$ cat src/common/tic_pkg.sv
// package for the timer input-capture block: register map, field layout,
// reset values and mode codes.
// assumes a 32-bit axi4-lite register bus and one system clock.
package tic_pkg;

   // register byte offsets
   localparam logic [7:0] TIC_CTL0_OFF   = 8'h00;  // main control
   localparam logic [7:0] TIC_CTL1_OFF   = 8'h04;  // second control
   localparam logic [7:0] TIC_COUNT_OFF  = 8'h08;  // count value
   localparam logic [7:0] TIC_RELOAD_OFF = 8'h0C;  // reload value
   localparam logic [7:0] TIC_PWM_OFF    = 8'h10;  // pwm / capture value
   localparam logic [7:0] TIC_STAT_OFF   = 8'h14;  // sticky events
   localparam logic [7:0] TIC_MASK_OFF   = 8'h18;  // interrupt mask

   // control 0 fields
   localparam int TIC_EN_BIT    = 7;
   localparam int TIC_POL_BIT   = 6;
   localparam int TIC_PRES_LSB  = 3;   // prescale exponent, 3 bits
   localparam int TIC_MODE_LSB  = 0;   // mode low bits, 3 bits
   // control 1 fields
   localparam int TIC_MODEHI_BIT = 7;
   localparam int TIC_SRC_LSB    = 5;  // interrupt source select, 2 bits
   localparam int TIC_CAPF_BIT   = 0;  // capture event flag (read only)
   // status / mask fields
   localparam int TIC_ST_CAP_BIT = 0;
   localparam int TIC_ST_RLD_BIT = 1;

   // reset and restart values
   localparam logic [15:0] TIC_COUNT_RST  = 16'h0001;
   localparam logic [15:0] TIC_RELOAD_RST = 16'hFFFF;
   localparam logic [15:0] TIC_PWM_RST    = 16'h0000;
   localparam logic [15:0] TIC_RESTART    = 16'h0001;
   localparam logic [7:0]  TIC_CTL_RST    = 8'h00;
   localparam logic [1:0]  TIC_SR_RST     = 2'h0;

   // axi responses
   localparam logic [1:0] TIC_RESP_OK  = 2'h0;
   localparam logic [1:0] TIC_RESP_ERR = 2'h2;

   // mode code: {mode_upper_bit, mode low bits}
   typedef enum logic [3:0] {
      TIC_M_CAPTURE  = 4'h4,
      TIC_M_CAPRST   = 4'hE,
      TIC_M_PWM      = 4'h3
   } tic_mode_t;

   // interrupt source select
   typedef enum logic [1:0] {
      TIC_SRC_BOTH   = 2'h0,
      TIC_SRC_BOTH2  = 2'h1,
      TIC_SRC_RELOAD = 2'h2,
      TIC_SRC_CAP    = 2'h3
   } tic_src_t;

   // event pair carried from the counter core
   typedef struct packed {
      logic cap;
      logic rld;
   } tic_evt_t;

endpackage : tic_pkg

$ cat src/core/tic_sync.sv
// two-flop synchroniser with edge detection for the timer input pin.
// assumes the pin is asynchronous to mclk.
`timescale 1ns/1ps
module tic_sync
   import tic_pkg::*;
(
   input  wire logic mclk,
   input  wire logic reset,
   input  wire logic pin,
   output logic      rise,
   output logic      fall
);
   logic s1_reg;
   logic s2_reg;
   logic s3_reg;

   // synchroniser chain; s1 feeds only s2
   always_ff @(posedge mclk) begin
      if (reset) begin
         s1_reg <= 1'b0;
         s2_reg <= 1'b0;
         s3_reg <= 1'b0;
      end else begin
         s1_reg <= pin;
         s2_reg <= s1_reg;
         s3_reg <= s2_reg;
      end
   end

   // one pulse per transition of the synchronised level
   assign rise = s2_reg & ~s3_reg;
   assign fall = ~s2_reg & s3_reg;
endmodule : tic_sync

$ cat src/core/tic_timer.sv
// 16-bit timer with capture, capture-restart and pwm modes behind an
// axi4-lite slave.
// assumes one 20 MHz clock, synchronous reset, timer input pin async.
// with polarity 1 the pwm output stays high for counts up to and including the pwm value.
//
// Added by the designer: the AXI4-Lite register port and the register offsets.
`timescale 1ns/1ps

// Behaviour
// - in capture mode the chosen edge copies the count into the pwm value.
// - the polarity bit picks rising or falling edge for capture.
// - in capture mode a capture raises the interrupt and counting goes on.
// - every capture sets the capture event flag in the second control reg.
// - in capture mode reaching reload raises the interrupt and counting goes on.
// - in capture mode a reload interrupt clears the capture event flag.
// - in capture-restart a capture stores, interrupts and restarts at 0001H.
// - in capture-restart reaching reload interrupts and restarts at 0001H.
// - in capture-restart a reload interrupt clears the capture event flag.
// - the source select limits the interrupt to capture, reload, or both.
// - the count advances once per prescale system clocks.
// - in pwm mode with polarity 1 high time over period is pwm over reload.
module tic_timer
   import tic_pkg::*;
(
   input  wire logic        mclk,
   input  wire logic        reset,
   input  wire logic        timer_in,
   output logic             timer_out,
   output logic             irq,
   input  wire logic [7:0]  s_axi_awaddr,
   input  wire logic        s_axi_awvalid,
   output logic             s_axi_awready,
   input  wire logic [31:0] s_axi_wdata,
   input  wire logic [3:0]  s_axi_wstrb,
   input  wire logic        s_axi_wvalid,
   output logic             s_axi_wready,
   output logic [1:0]       s_axi_bresp,
   output logic             s_axi_bvalid,
   input  wire logic        s_axi_bready,
   input  wire logic [7:0]  s_axi_araddr,
   input  wire logic        s_axi_arvalid,
   output logic             s_axi_arready,
   output logic [31:0]      s_axi_rdata,
   output logic [1:0]       s_axi_rresp,
   output logic             s_axi_rvalid,
   input  wire logic        s_axi_rready
);
   ////////////////////////////////////////////////////////////////////////
   // registers
   logic [7:0]  ctl0_reg;
   logic        modehi_reg;
   logic [1:0]  src_reg;
   logic        capf_reg;
   logic [15:0] count_reg;
   logic [15:0] reload_reg;
   logic [15:0] pwm_reg;
   logic [6:0]  pres_cnt_reg;
   logic [1:0]  stat_reg;
   logic [1:0]  mask_reg;
   logic [7:0]  awaddr_reg;
   logic [31:0] wdata_reg;
   logic [3:0]  wstrb_reg;
   logic        aw_have_reg;
   logic        w_have_reg;

   logic        rise;
   logic        fall;
   logic        edge_hit;
   logic        tick;
   logic        at_reload;
   logic        enabled;
   tic_mode_t   mode;
   tic_evt_t    evt;
   tic_evt_t    irq_evt;
   logic        wr_go;
   logic        rd_go;
   logic [6:0]  pres_max;
   logic        pwm_hi;

   ////////////////////////////////////////////////////////////////////////
   // input edge detection
   tic_sync u_sync (
      .mclk  (mclk),
      .reset (reset),
      .pin   (timer_in),
      .rise  (rise),
      .fall  (fall)
   );

   // polarity picks the capture edge
   assign edge_hit = ctl0_reg[TIC_POL_BIT] ? rise : fall;
   assign enabled  = ctl0_reg[TIC_EN_BIT];
   assign mode     = tic_mode_t'({modehi_reg,
                                  ctl0_reg[TIC_MODE_LSB +: 3]});

   // prescale is 2**exponent system clocks per count
   assign pres_max = 7'((8'h01 << ctl0_reg[TIC_PRES_LSB +: 3]) - 8'h01);
   assign tick      = enabled && (pres_cnt_reg == pres_max);
   assign at_reload = tick && (count_reg == reload_reg);

   // inclusive compare gives pwm high counts out of reload per period
   assign pwm_hi    = (count_reg <= pwm_reg);

   // events of the current cycle
   always_comb begin
      evt.cap = 1'b0;
      evt.rld = 1'b0;
      if (enabled) begin
         unique case (mode)
            TIC_M_CAPTURE, TIC_M_CAPRST: begin
               evt.cap = edge_hit;
               evt.rld = at_reload && !edge_hit;
            end
            TIC_M_PWM: evt.rld = at_reload;
            default: ;
         endcase
      end
   end

   // source select gates which events reach the interrupt
   always_comb begin
      irq_evt = evt;
      if (src_reg == TIC_SRC_CAP)
         irq_evt.rld = 1'b0;
      else if (src_reg == TIC_SRC_RELOAD)
         irq_evt.cap = 1'b0;
   end

   ////////////////////////////////////////////////////////////////////////
   // axi handshake qualifiers
   assign wr_go = aw_have_reg && w_have_reg && !s_axi_bvalid;
   assign rd_go = s_axi_arvalid && s_axi_arready;

   // prescaler
   // held at zero while disabled, so the first count comes a full period on
   always_ff @(posedge mclk) begin
      if (reset || !enabled || tick)
         pres_cnt_reg <= 7'h00;
      else
         pres_cnt_reg <= pres_cnt_reg + 7'h01;
   end

   // counter: capture-restart and reload restart at 0001H, capture runs on
   // a capture in the same tick as reload wins, so one event per tick
   always_ff @(posedge mclk) begin
      if (reset) begin
         count_reg <= TIC_COUNT_RST;
      end else if (wr_go && awaddr_reg == TIC_COUNT_OFF) begin
         count_reg <= wdata_reg[15:0];
      end else if (mode == TIC_M_CAPRST && evt.cap) begin
         count_reg <= TIC_RESTART;
      end else if (at_reload && mode != TIC_M_CAPTURE) begin
         count_reg <= TIC_RESTART;
      end else if (tick) begin
         count_reg <= count_reg + 16'h0001;
      end
   end

   // pwm value: written by software, loaded by a capture
   always_ff @(posedge mclk) begin
      if (reset) begin
         pwm_reg <= TIC_PWM_RST;
      end else if (evt.cap) begin
         pwm_reg <= count_reg;
      end else if (wr_go && awaddr_reg == TIC_PWM_OFF) begin
         pwm_reg <= wdata_reg[15:0];
      end
   end

   // capture event flag: set on capture, cleared on a reload event
   always_ff @(posedge mclk) begin
      if (reset)
         capf_reg <= 1'b0;
      else if (evt.cap)
         capf_reg <= 1'b1;
      else if (evt.rld)
         capf_reg <= 1'b0;
   end

   // pwm output: high while count is up to pwm value when polarity is 1
   always_ff @(posedge mclk) begin
      if (reset)
         timer_out <= 1'b0;
      else if (enabled && mode == TIC_M_PWM)
         timer_out <= ~(pwm_hi ^ ctl0_reg[TIC_POL_BIT]);
      else
         timer_out <= 1'b0;
   end

   ////////////////////////////////////////////////////////////////////////
   // control, reload and mask registers
   always_ff @(posedge mclk) begin
      if (reset) begin
         ctl0_reg   <= TIC_CTL_RST;
         modehi_reg <= 1'b0;
         src_reg    <= TIC_SR_RST;
         reload_reg <= TIC_RELOAD_RST;
         mask_reg   <= TIC_SR_RST;
      end else if (wr_go) begin
         unique case (awaddr_reg)
            TIC_CTL0_OFF: if (wstrb_reg[0]) ctl0_reg <= wdata_reg[7:0];
            TIC_CTL1_OFF: if (wstrb_reg[0]) begin
               modehi_reg <= wdata_reg[TIC_MODEHI_BIT];
               src_reg    <= wdata_reg[TIC_SRC_LSB +: 2];
            end
            TIC_RELOAD_OFF: reload_reg <= wdata_reg[15:0];
            TIC_MASK_OFF: if (wstrb_reg[0]) mask_reg <= wdata_reg[1:0];
            default: ;
         endcase
      end
   end

   // sticky status: events set, reading clears, set wins over clear
   // any byte address of the status word counts as a read of it
   always_ff @(posedge mclk) begin
      if (reset)
         stat_reg <= TIC_SR_RST;
      else if (rd_go && {s_axi_araddr[7:2], 2'b00} == TIC_STAT_OFF)
         stat_reg <= {irq_evt.rld, irq_evt.cap};
      else
         stat_reg <= stat_reg | {irq_evt.rld, irq_evt.cap};
   end

   // level interrupt
   always_ff @(posedge mclk) begin
      if (reset)
         irq <= 1'b0;
      else
         irq <= |(stat_reg & mask_reg);
   end

   ////////////////////////////////////////////////////////////////////////
   // write channel: address and data in either order
   always_ff @(posedge mclk) begin
      if (reset) begin
         aw_have_reg   <= 1'b0;
         w_have_reg    <= 1'b0;
         awaddr_reg    <= 8'h00;
         wdata_reg     <= 32'h00000000;
         wstrb_reg     <= 4'h0;
         s_axi_awready <= 1'b0;
         s_axi_wready  <= 1'b0;
         s_axi_bvalid  <= 1'b0;
         s_axi_bresp   <= TIC_RESP_OK;
      end else begin
         s_axi_awready <= !aw_have_reg && !s_axi_awready && !s_axi_bvalid;
         s_axi_wready  <= !w_have_reg && !s_axi_wready && !s_axi_bvalid;
         if (s_axi_awvalid && s_axi_awready) begin
            aw_have_reg <= 1'b1;
            awaddr_reg  <= {s_axi_awaddr[7:2], 2'b00};
            s_axi_awready <= 1'b0;
         end
         if (s_axi_wvalid && s_axi_wready) begin
            w_have_reg <= 1'b1;
            wdata_reg  <= s_axi_wdata;
            wstrb_reg  <= s_axi_wstrb;
            s_axi_wready <= 1'b0;
         end
         if (wr_go) begin
            aw_have_reg  <= 1'b0;
            w_have_reg   <= 1'b0;
            s_axi_bvalid <= 1'b1;
            s_axi_bresp  <= (awaddr_reg <= TIC_MASK_OFF) ?
                            TIC_RESP_OK : TIC_RESP_ERR;
         end else if (s_axi_bvalid && s_axi_bready) begin
            s_axi_bvalid <= 1'b0;
         end
      end
   end

   // read channel: one cycle after address acceptance
   always_ff @(posedge mclk) begin
      if (reset) begin
         s_axi_arready <= 1'b0;
         s_axi_rvalid  <= 1'b0;
         s_axi_rdata   <= 32'h00000000;
         s_axi_rresp   <= TIC_RESP_OK;
      end else begin
         s_axi_arready <= !s_axi_arready && !s_axi_rvalid && !rd_go;
         if (rd_go) begin
            s_axi_rvalid <= 1'b1;
            s_axi_rresp  <= TIC_RESP_OK;
            s_axi_rdata  <= 32'h00000000;
            unique case ({s_axi_araddr[7:2], 2'b00})
               TIC_CTL0_OFF:   s_axi_rdata[7:0] <= ctl0_reg;
               TIC_CTL1_OFF:   s_axi_rdata[7:0] <= {modehi_reg, src_reg,
                                                    4'h0, capf_reg};
               TIC_COUNT_OFF:  s_axi_rdata[15:0] <= count_reg;
               TIC_RELOAD_OFF: s_axi_rdata[15:0] <= reload_reg;
               TIC_PWM_OFF:    s_axi_rdata[15:0] <= pwm_reg;
               TIC_STAT_OFF:   s_axi_rdata[1:0] <= stat_reg;
               TIC_MASK_OFF:   s_axi_rdata[1:0] <= mask_reg;
               default:        s_axi_rresp <= TIC_RESP_ERR;
            endcase
         end else if (s_axi_rvalid && s_axi_rready) begin
            s_axi_rvalid <= 1'b0;
         end
      end
   end
endmodule : tic_timer

$ cat config.mk
export PLATFORM = sky130hd
export DESIGN_NAME = tic_timer
export DESIGN_NICKNAME = d
export VERILOG_FILES = /design/src/common/tic_pkg.sv /design/src/core/tic_sync.sv /design/src/core/tic_timer.sv
export SDC_FILE = /design/constraint.sdc
export NUM_CORES = 1
export LEC_CHECK = 0
export BUFFER_PORTS_ARGS = -buffer_cell sky130_fd_sc_hd__buf_2
export CAP_MARGIN = 20
export CORE_ASPECT_RATIO = 1.2
export CORE_MARGIN = 2
export CORE_UTILIZATION = 45
export DETAILED_ROUTE_END_ITERATION = 8
export PLACE_DENSITY = 0.74
export SETUP_SLACK_MARGIN = 0.5
export SYNTH_ARGS = -nofsm -noshare
export SYNTH_HDL_FRONTEND = slang
export SYNTH_SLANG_ARGS = --single-unit
$ cat constraint.sdc
create_clock -name mclk -period 2.45 [get_ports mclk]
set_clock_uncertainty 0.2 [all_clocks]
set_input_delay 0 -clock mclk [delete_from_list [all_inputs] [get_ports mclk]]
set_output_delay 0 -clock mclk [all_outputs]
set_load 0.03 [all_outputs]
==> results of run 1 <==
## worst max-delay path by stage
stage                  startpoint       endpoint  slack [ns]  cells after the start
CTS                  count_reg[1]  count_reg[12]        0.28                      7
floorplan           awaddr_reg[7]   count_reg[5]        0.39                      8
global placement    awaddr_reg[7]   count_reg[8]        0.13                      7
finish               count_reg[0]  count_reg[12]        0.18                      7
detailed placement    ctl0_reg[4]   count_reg[0]        0.09                      6
global route         count_reg[0]  count_reg[12]        0.12                      7
## routing by layer
metal / GRT usage (%) / wire length, um / share of wire (%) / up-vias
met5: 0 / 0 / 0 / -
met4: 19.1 / 1760 / 7.4 / 0
met3: 5.73 / 1830 / 7.7 / 137
met2: 47.4 / 11700 / 49 / 428
met1: 31.7 / 8410 / 36 / 3362
li1: - / - / - / 3215
## logic make-up after synthesis
logic type	after synthesis	share of synthesized area [%]
compound gates	197	20.1
mux	27	4.06
buf+inv	104	8.47
xor+xnor	24	3.13
flops	124	36.9
simple gates	321	23.9
fa+ha+maj	18	3.35
other cells	1	0.0558
## what timing repair did
item,4_1_cts,5_1_grt
endpoints found under the setup margin,44,85
resized for setup,45,84
setup buffers,24,16
cloned,2,4
hold buffers,42,0
endpoints found under the hold margin,70,0
pin swaps,14,39
## tightest hold or removal path, cell delays in order
cell and delay, ns:
buf_2 0.09, or4_4 0.15, a21oi_1 0.11, a22oi_1 0.15, nor2_1 0.05
## Yosys cell counts (4+ instances only)
cell       instances  area (um^2)
a221oi_1           9         78.8
xor2_1            19          166
buf_2             13         65.1
nor2b_1            9         56.3
a211oi_2           4         50.1
a211oi_1          25          188
buf_4             27          203
mux2i_1           25          250
a21o_1             5         37.5
o21ai_0           16         80.1
a22oi_1           13         97.6
nand2_1          108          405
clkbuf_1          26         97.6
nor3_1            13         65.1
ha_1              18          225
inv_1             26         97.6
o22ai_1            7         43.8
nand3b_1          25          188
a222oi_1          10          100
and3_1             6         37.5
nor2_1            69          259
a21oi_1           75          375
nand3_1           29          145
and2_1             8         50.1
a2111oi_0          6         52.6
a31oi_1            4         25.0
nand4_1            8         50.1
xnor2_1            5         43.8
nor4_1            11         68.8
buf_6              8         90.1
nand2b_1          10         62.6
and4_1             6         52.6
dfxtp_1          124         2480
## power breakdown
part	total (mW)	switching [mW]	leakage (nW)	internal [mW]
Combinational	0.379	0.222	2.46	0.157
Clock	2.94	0.970	0.334	1.97
Sequential	2.10	0.0565	1.01	2.05
Total	5.42	1.25	3.80	4.17
## metrics by stage
| step | total power, mW | cells | utilization, % |
|---|---|---|---|
| after floorplan | 2.35 | 833 | - |
| final | 5.42 | 1186 | 65.0 |
| after global routing | 5.55 | 1186 | 65.0 |
| after detailed placement | 2.43 | 1068 | 50.8 |
| after CTS | 5.39 | 1168 | 61.2 |
| after global placement | 2.42 | 1068 | 50.8 |
## layout make-up
| class | instances | area [um^2] | area share (%) |
|---|---|---|---|
| clock buffer | 19 | 453 | 4.81 |
| clock inverter | 13 | 236 | 2.51 |
| inverter | 26 | 97.6 | 1.04 |
| multi-input combinational | 606 | 4210 | 44.7 |
| sequential | 124 | 2510 | 26.7 |
| tap | 200 | 250 | 2.66 |
| timing repair buffer | 198 | 1650 | 17.5 |
==> flow_summary.json, run 1 <==
{
  "via_per_inst": 6.02,
  "hold_slack_ns": -0.0247,
  "worstPathMaxFanout": 5,
  "start_kind": "flip-flop",
  "required_ns": 2.61,
  "ys.warnings.count": 0,
  "synth_area_mm2": 0.00672,
  "r2r_slack_ns": 0.18,
  "max_freq_mhz": 440,
  "slew_violations": 0,
  "r2r_start": "count_reg[0]",
  "ys_types": 65,
  "failed_checks": "hold timing",
  "grt_usage_pct": 28.1,
  "final_cell_mix": "111 x dfxtp_1, 105 x nand2_1, 69 x buf_4",
  "min_from": "s_axi_araddr[6]",
  "antenna_found_initial": 0,
  "place.gp.congestion": 0.948,
  "clk_pin_slew_ns": 0.06,
  "slowest_stage": "or4b_1",
  "grt_overflow": 0,
  "grt_pass1_wl_um": 34300,
  "peakVddDrop_v": 0.000464,
  "wire_per_inst_um": 20.0,
  "clock_latency_ns": 0.43,
  "cts_buffers": 17,
  "timing.setup.tns_ns": 0,
  "r2r_cells": 7,
  "cts-root-buf": "clkbuf_16",
  "ant_nets": 0,
  "insertedDiodeCount": 0,
  "max_stage_delay_ns": 0.53,
  "drtPass1Iterations": 6,
  "htreeDepth": 4,
  "cp_cell_sequence": "ha_4 -> and3_4 -> nand2_1 -> or4b_1 -> a2111oi_4 -> o22ai_2 -> a21oi_1",
  "drt_iter0_markers": 749,
  "ios": 103,
  "num-fill-cells": 1086,
  "clock_sinks": 124,
  "place_area_mm2": 0.00735,
  "fin_crit_ns": 2.27,
  "end_kind": "flip-flop",
  "p_leak_nw": 3.80,
  "io_buffers": 61,
  "ys_seq_area_share_pct": 36.9,
  "final_common_cell": "dfxtp_1",
  "worstMarginPinSlew_ns": 0.764,
  "fin_crit_sh_pct": 92.7,
  "crit_buf_inv": 0,
  "powerDensity_mw_per_mm2": 576,
  "rsz0062_at_grt": "true",
  "syn_area_per_cell_um2": 8.24,
  "layout.nets": 1051,
  "hold_depth": 5,
  "drive_above_1_share_pct": 29.4,
  "hold_violations": 4,
  "critical_path_class": "flip-flop to flip-flop",
  "die-height_um": 138,
  "synth_ff_type": "dfxtp_1",
  "core_mm2": 0.0145,
  "syn_to_final_growth_pct": 40.0,
  "finalWirelength_um": 23700,
  "status": "finished with violations",
  "grt_pass1_vias": 6576,
  "preCtsSetupSlack_ns": 0.0857,
  "drv_cap": 0,
  "ys_ff_latch": 124,
  "final_cell_area_mm2": 0.00941,
  "num_rows": 48,
  "synthArstFlopShare_pct": 0,
  "dieArea_mm2": 0.0159,
  "drc": 0,
  "hpwl_um": 13700,
  "setup_viol": 0,
  "fp.dieW_um": 116,
  "hold_end": "s_axi_rdata[3]",
  "path_delay_family": "simple AND/OR/NAND/NOR gates",
  "vias": 7142,
  "critPathArrivalTime_ns": 2.43,
  "synthCells": 816,
  "hold_path_class": "input port to flip-flop",
  "synth_edf_count": 0,
  "r2r_end": "count_reg[12]",
  "initial_core_util_pct": 46.4,
  "relSlewSlack_pct": 49.1,
  "setup_ws_ns": 0.179,
  "grt_max_degree": 42,
  "cts_tree": "done",
  "clockBufferDepth": 2
}
Power figures use the tool's default switching activity.
==> run 2: changes to the inputs <==
--- a/config.mk
+++ b/config.mk
@@ -8,9 +8,10 @@
 export BUFFER_PORTS_ARGS = -buffer_cell sky130_fd_sc_hd__buf_2
 export CAP_MARGIN = 20
 export CORE_ASPECT_RATIO = 1.2
-export CORE_MARGIN = 2
+export CORE_MARGIN = 5
 export CORE_UTILIZATION = 45
 export DETAILED_ROUTE_END_ITERATION = 8
+export GPL_ROUTABILITY_DRIVEN = 0
 export PLACE_DENSITY = 0.74
 export SETUP_SLACK_MARGIN = 0.5
 export SYNTH_ARGS = -nofsm -noshare
==> flow_summary.json, run 2 (synthesis gave the netlist of run 1 again) <==
{
  "clock_latency_ns": 0.43,
  "setup_ws_ns": 0.181,
  "worstPathMaxFanout": 7,
  "preCtsSetupSlack_ns": 0.0437,
  "final_common_cell": "dfxtp_1",
  "dieArea_mm2": 0.0175,
  "cp_cell_sequence": "or4_4 -> nor3b_4 -> a31o_4 -> buf_12 -> a31oi_4 -> buf_6 -> o21ai_1 -> a21oi_1",
  "hpwl_um": 14100,
  "core_mm2": 0.0148,
  "num-fill-cells": 1183,
  "status": "finished with violations",
  "seqCellArea_mm2": 0.00251,
  "start_kind": "flip-flop",
  "required_ns": 2.56,
  "antenna_found_initial": 0,
  "syn_to_final_growth_pct": 37.5,
  "cts_tree": "done",
  "via_per_inst": 6.15,
  "clock_sinks": 124,
  "io_buffers": 61,
  "grt_max_degree": 43,
  "wire_per_inst_um": 19.8,
  "initial_core_util_pct": 45.3,
  "fin_crit_sh_pct": 92.6,
  "max_stage_delay_ns": 0.55,
  "rsz0062_at_grt": "true",
  "grt_overflow": 0,
  "max_freq_mhz": 441,
  "slowest_stage": "or4_4",
  "final_cell_mix": "109 x dfxtp_1, 92 x nand2_1, 66 x a21oi_1, 66 x nor2_1, 60 x buf_2",
  "failed_checks": "hold timing",
  "critical_path_class": "flip-flop to flip-flop",
  "peakVddDrop_v": 0.000381,
  "num_rows": 49,
  "timing.setup.tns_ns": 0,
  "hold_violations": 2,
  "cts-root-buf": "clkbuf_16",
  "p_leak_nw": 3.71,
  "hold_path_class": "input port to flip-flop",
  "clockBufferDepth": 2,
  "fin_crit_ns": 2.27,
  "fp.dieW_um": 122,
  "ios": 103,
  "grt_pass1_vias": 6718,
  "htreeDepth": 4,
  "insertedDiodeCount": 0,
  "p_total_mw": 4.89,
  "crit_buf_inv": 2,
  "grt_pass1_wl_um": 34400,
  "ant_nets": 0,
  "clk_pin_slew_ns": 0.06,
  "finalWirelength_um": 23300,
  "relSlewSlack_pct": 58.0,
  "drt_iter0_markers": 759,
  "hold_slack_ns": -0.00218,
  "path_delay_family": "simple AND/OR/NAND/NOR gates",
  "powerDensity_mw_per_mm2": 528,
  "worstMarginPinSlew_ns": 0.629,
  "drtPass1Iterations": 7,
  "slew_violations": 0,
  "grt_usage_pct": 25.2,
  "drc": 0,
  "final_cells": 1177,
  "drive_above_1_share_pct": 29.1,
  "cts_buffers": 17,
  "multi_input_area_mm2": 0.00424,
  "drv_cap": 0,
  "die-height_um": 144,
  "critPathArrivalTime_ns": 2.38,
  "end_kind": "flip-flop",
  "dp_cells": 1068,
  "setup_viol": 0,
  "vias": 7235,
  "layout.nets": 1039
}
==> run 2: cell types whose count changed in the layout (fill, tap and decap cells not counted), sizes merged, moves of 2 or more <==
cell,delta
buf,-11
bufinv,-5
clkinvlp,+3
dlygate4sd3,+3
dlymetal6s4s,-2
inv,-2
==> run 2: repair_timing <==
| item | in CTS | in global routing |
|---|---|---|
| hold endpoints to repair | 67 | 0 |
| setup endpoints to repair | 63 | 86 |
| hold buffers | 43 | 0 |
| gates cloned | 3 | 2 |
| buffers inserted | 19 | 14 |
| resized for setup | 62 | 75 |
| pin swaps | 26 | 53 |
==> run 2: path summary, 6_finish.rpt <==
path	from	to	slack (ns)	depth (start not counted)
hold reg to reg	s_axi_rvalid	s_axi_arready	0.25	1
setup reg to reg	awaddr_reg[6]	count_reg[12]	0.18	8
setup / recovery	awaddr_reg[6]	count_reg[12]	0.18	8
hold / removal	s_axi_araddr[5]	s_axi_rdata[0]	-0.002	7
==> run 2: tightest hold or removal path: cells and delay by family <==
kind	cells	cell delay, ns
compound gates	2	0.14
buf+inv	2	0.23
simple gates	3	0.19
==> run 2: per-layer routing <==
metal / vias up / GRT usage, % / share of wire, %
met5: - / 0 / 0
met4: 0 / 17.4 / 7.4
met3: 143 / 5.79 / 8.4
met2: 452 / 42.9 / 49
met1: 3443 / 27.7 / 35
li1: 3197 / - / -
==> run 2: final cells by class <==
class | count | area share, %
clock buffer | 21 | 5.09
clock inverter | 10 | 1.00
timing repair buffer | 186 | 17.1
multi-input combinational | 606 | 45.9
sequential | 124 | 27.2
inverter | 26 | 1.06
tap | 204 | 2.76
==> run 2: through the flow <==
step	area, um^2	utilization [%]
final	9250	62.3
after global routing	9250	62.3
after CTS	8810	59.4
after detailed placement	7320	49.4
after global placement	7320	49.4
after floorplan	6880	-
==> run 2: power by group <==
group | switching [mW] | internal (mW) | total, mW
logic | 0.224 | 0.155 | 0.379
clock network | 0.936 | 1.46 | 2.40
registers | 0.0577 | 2.05 | 2.11
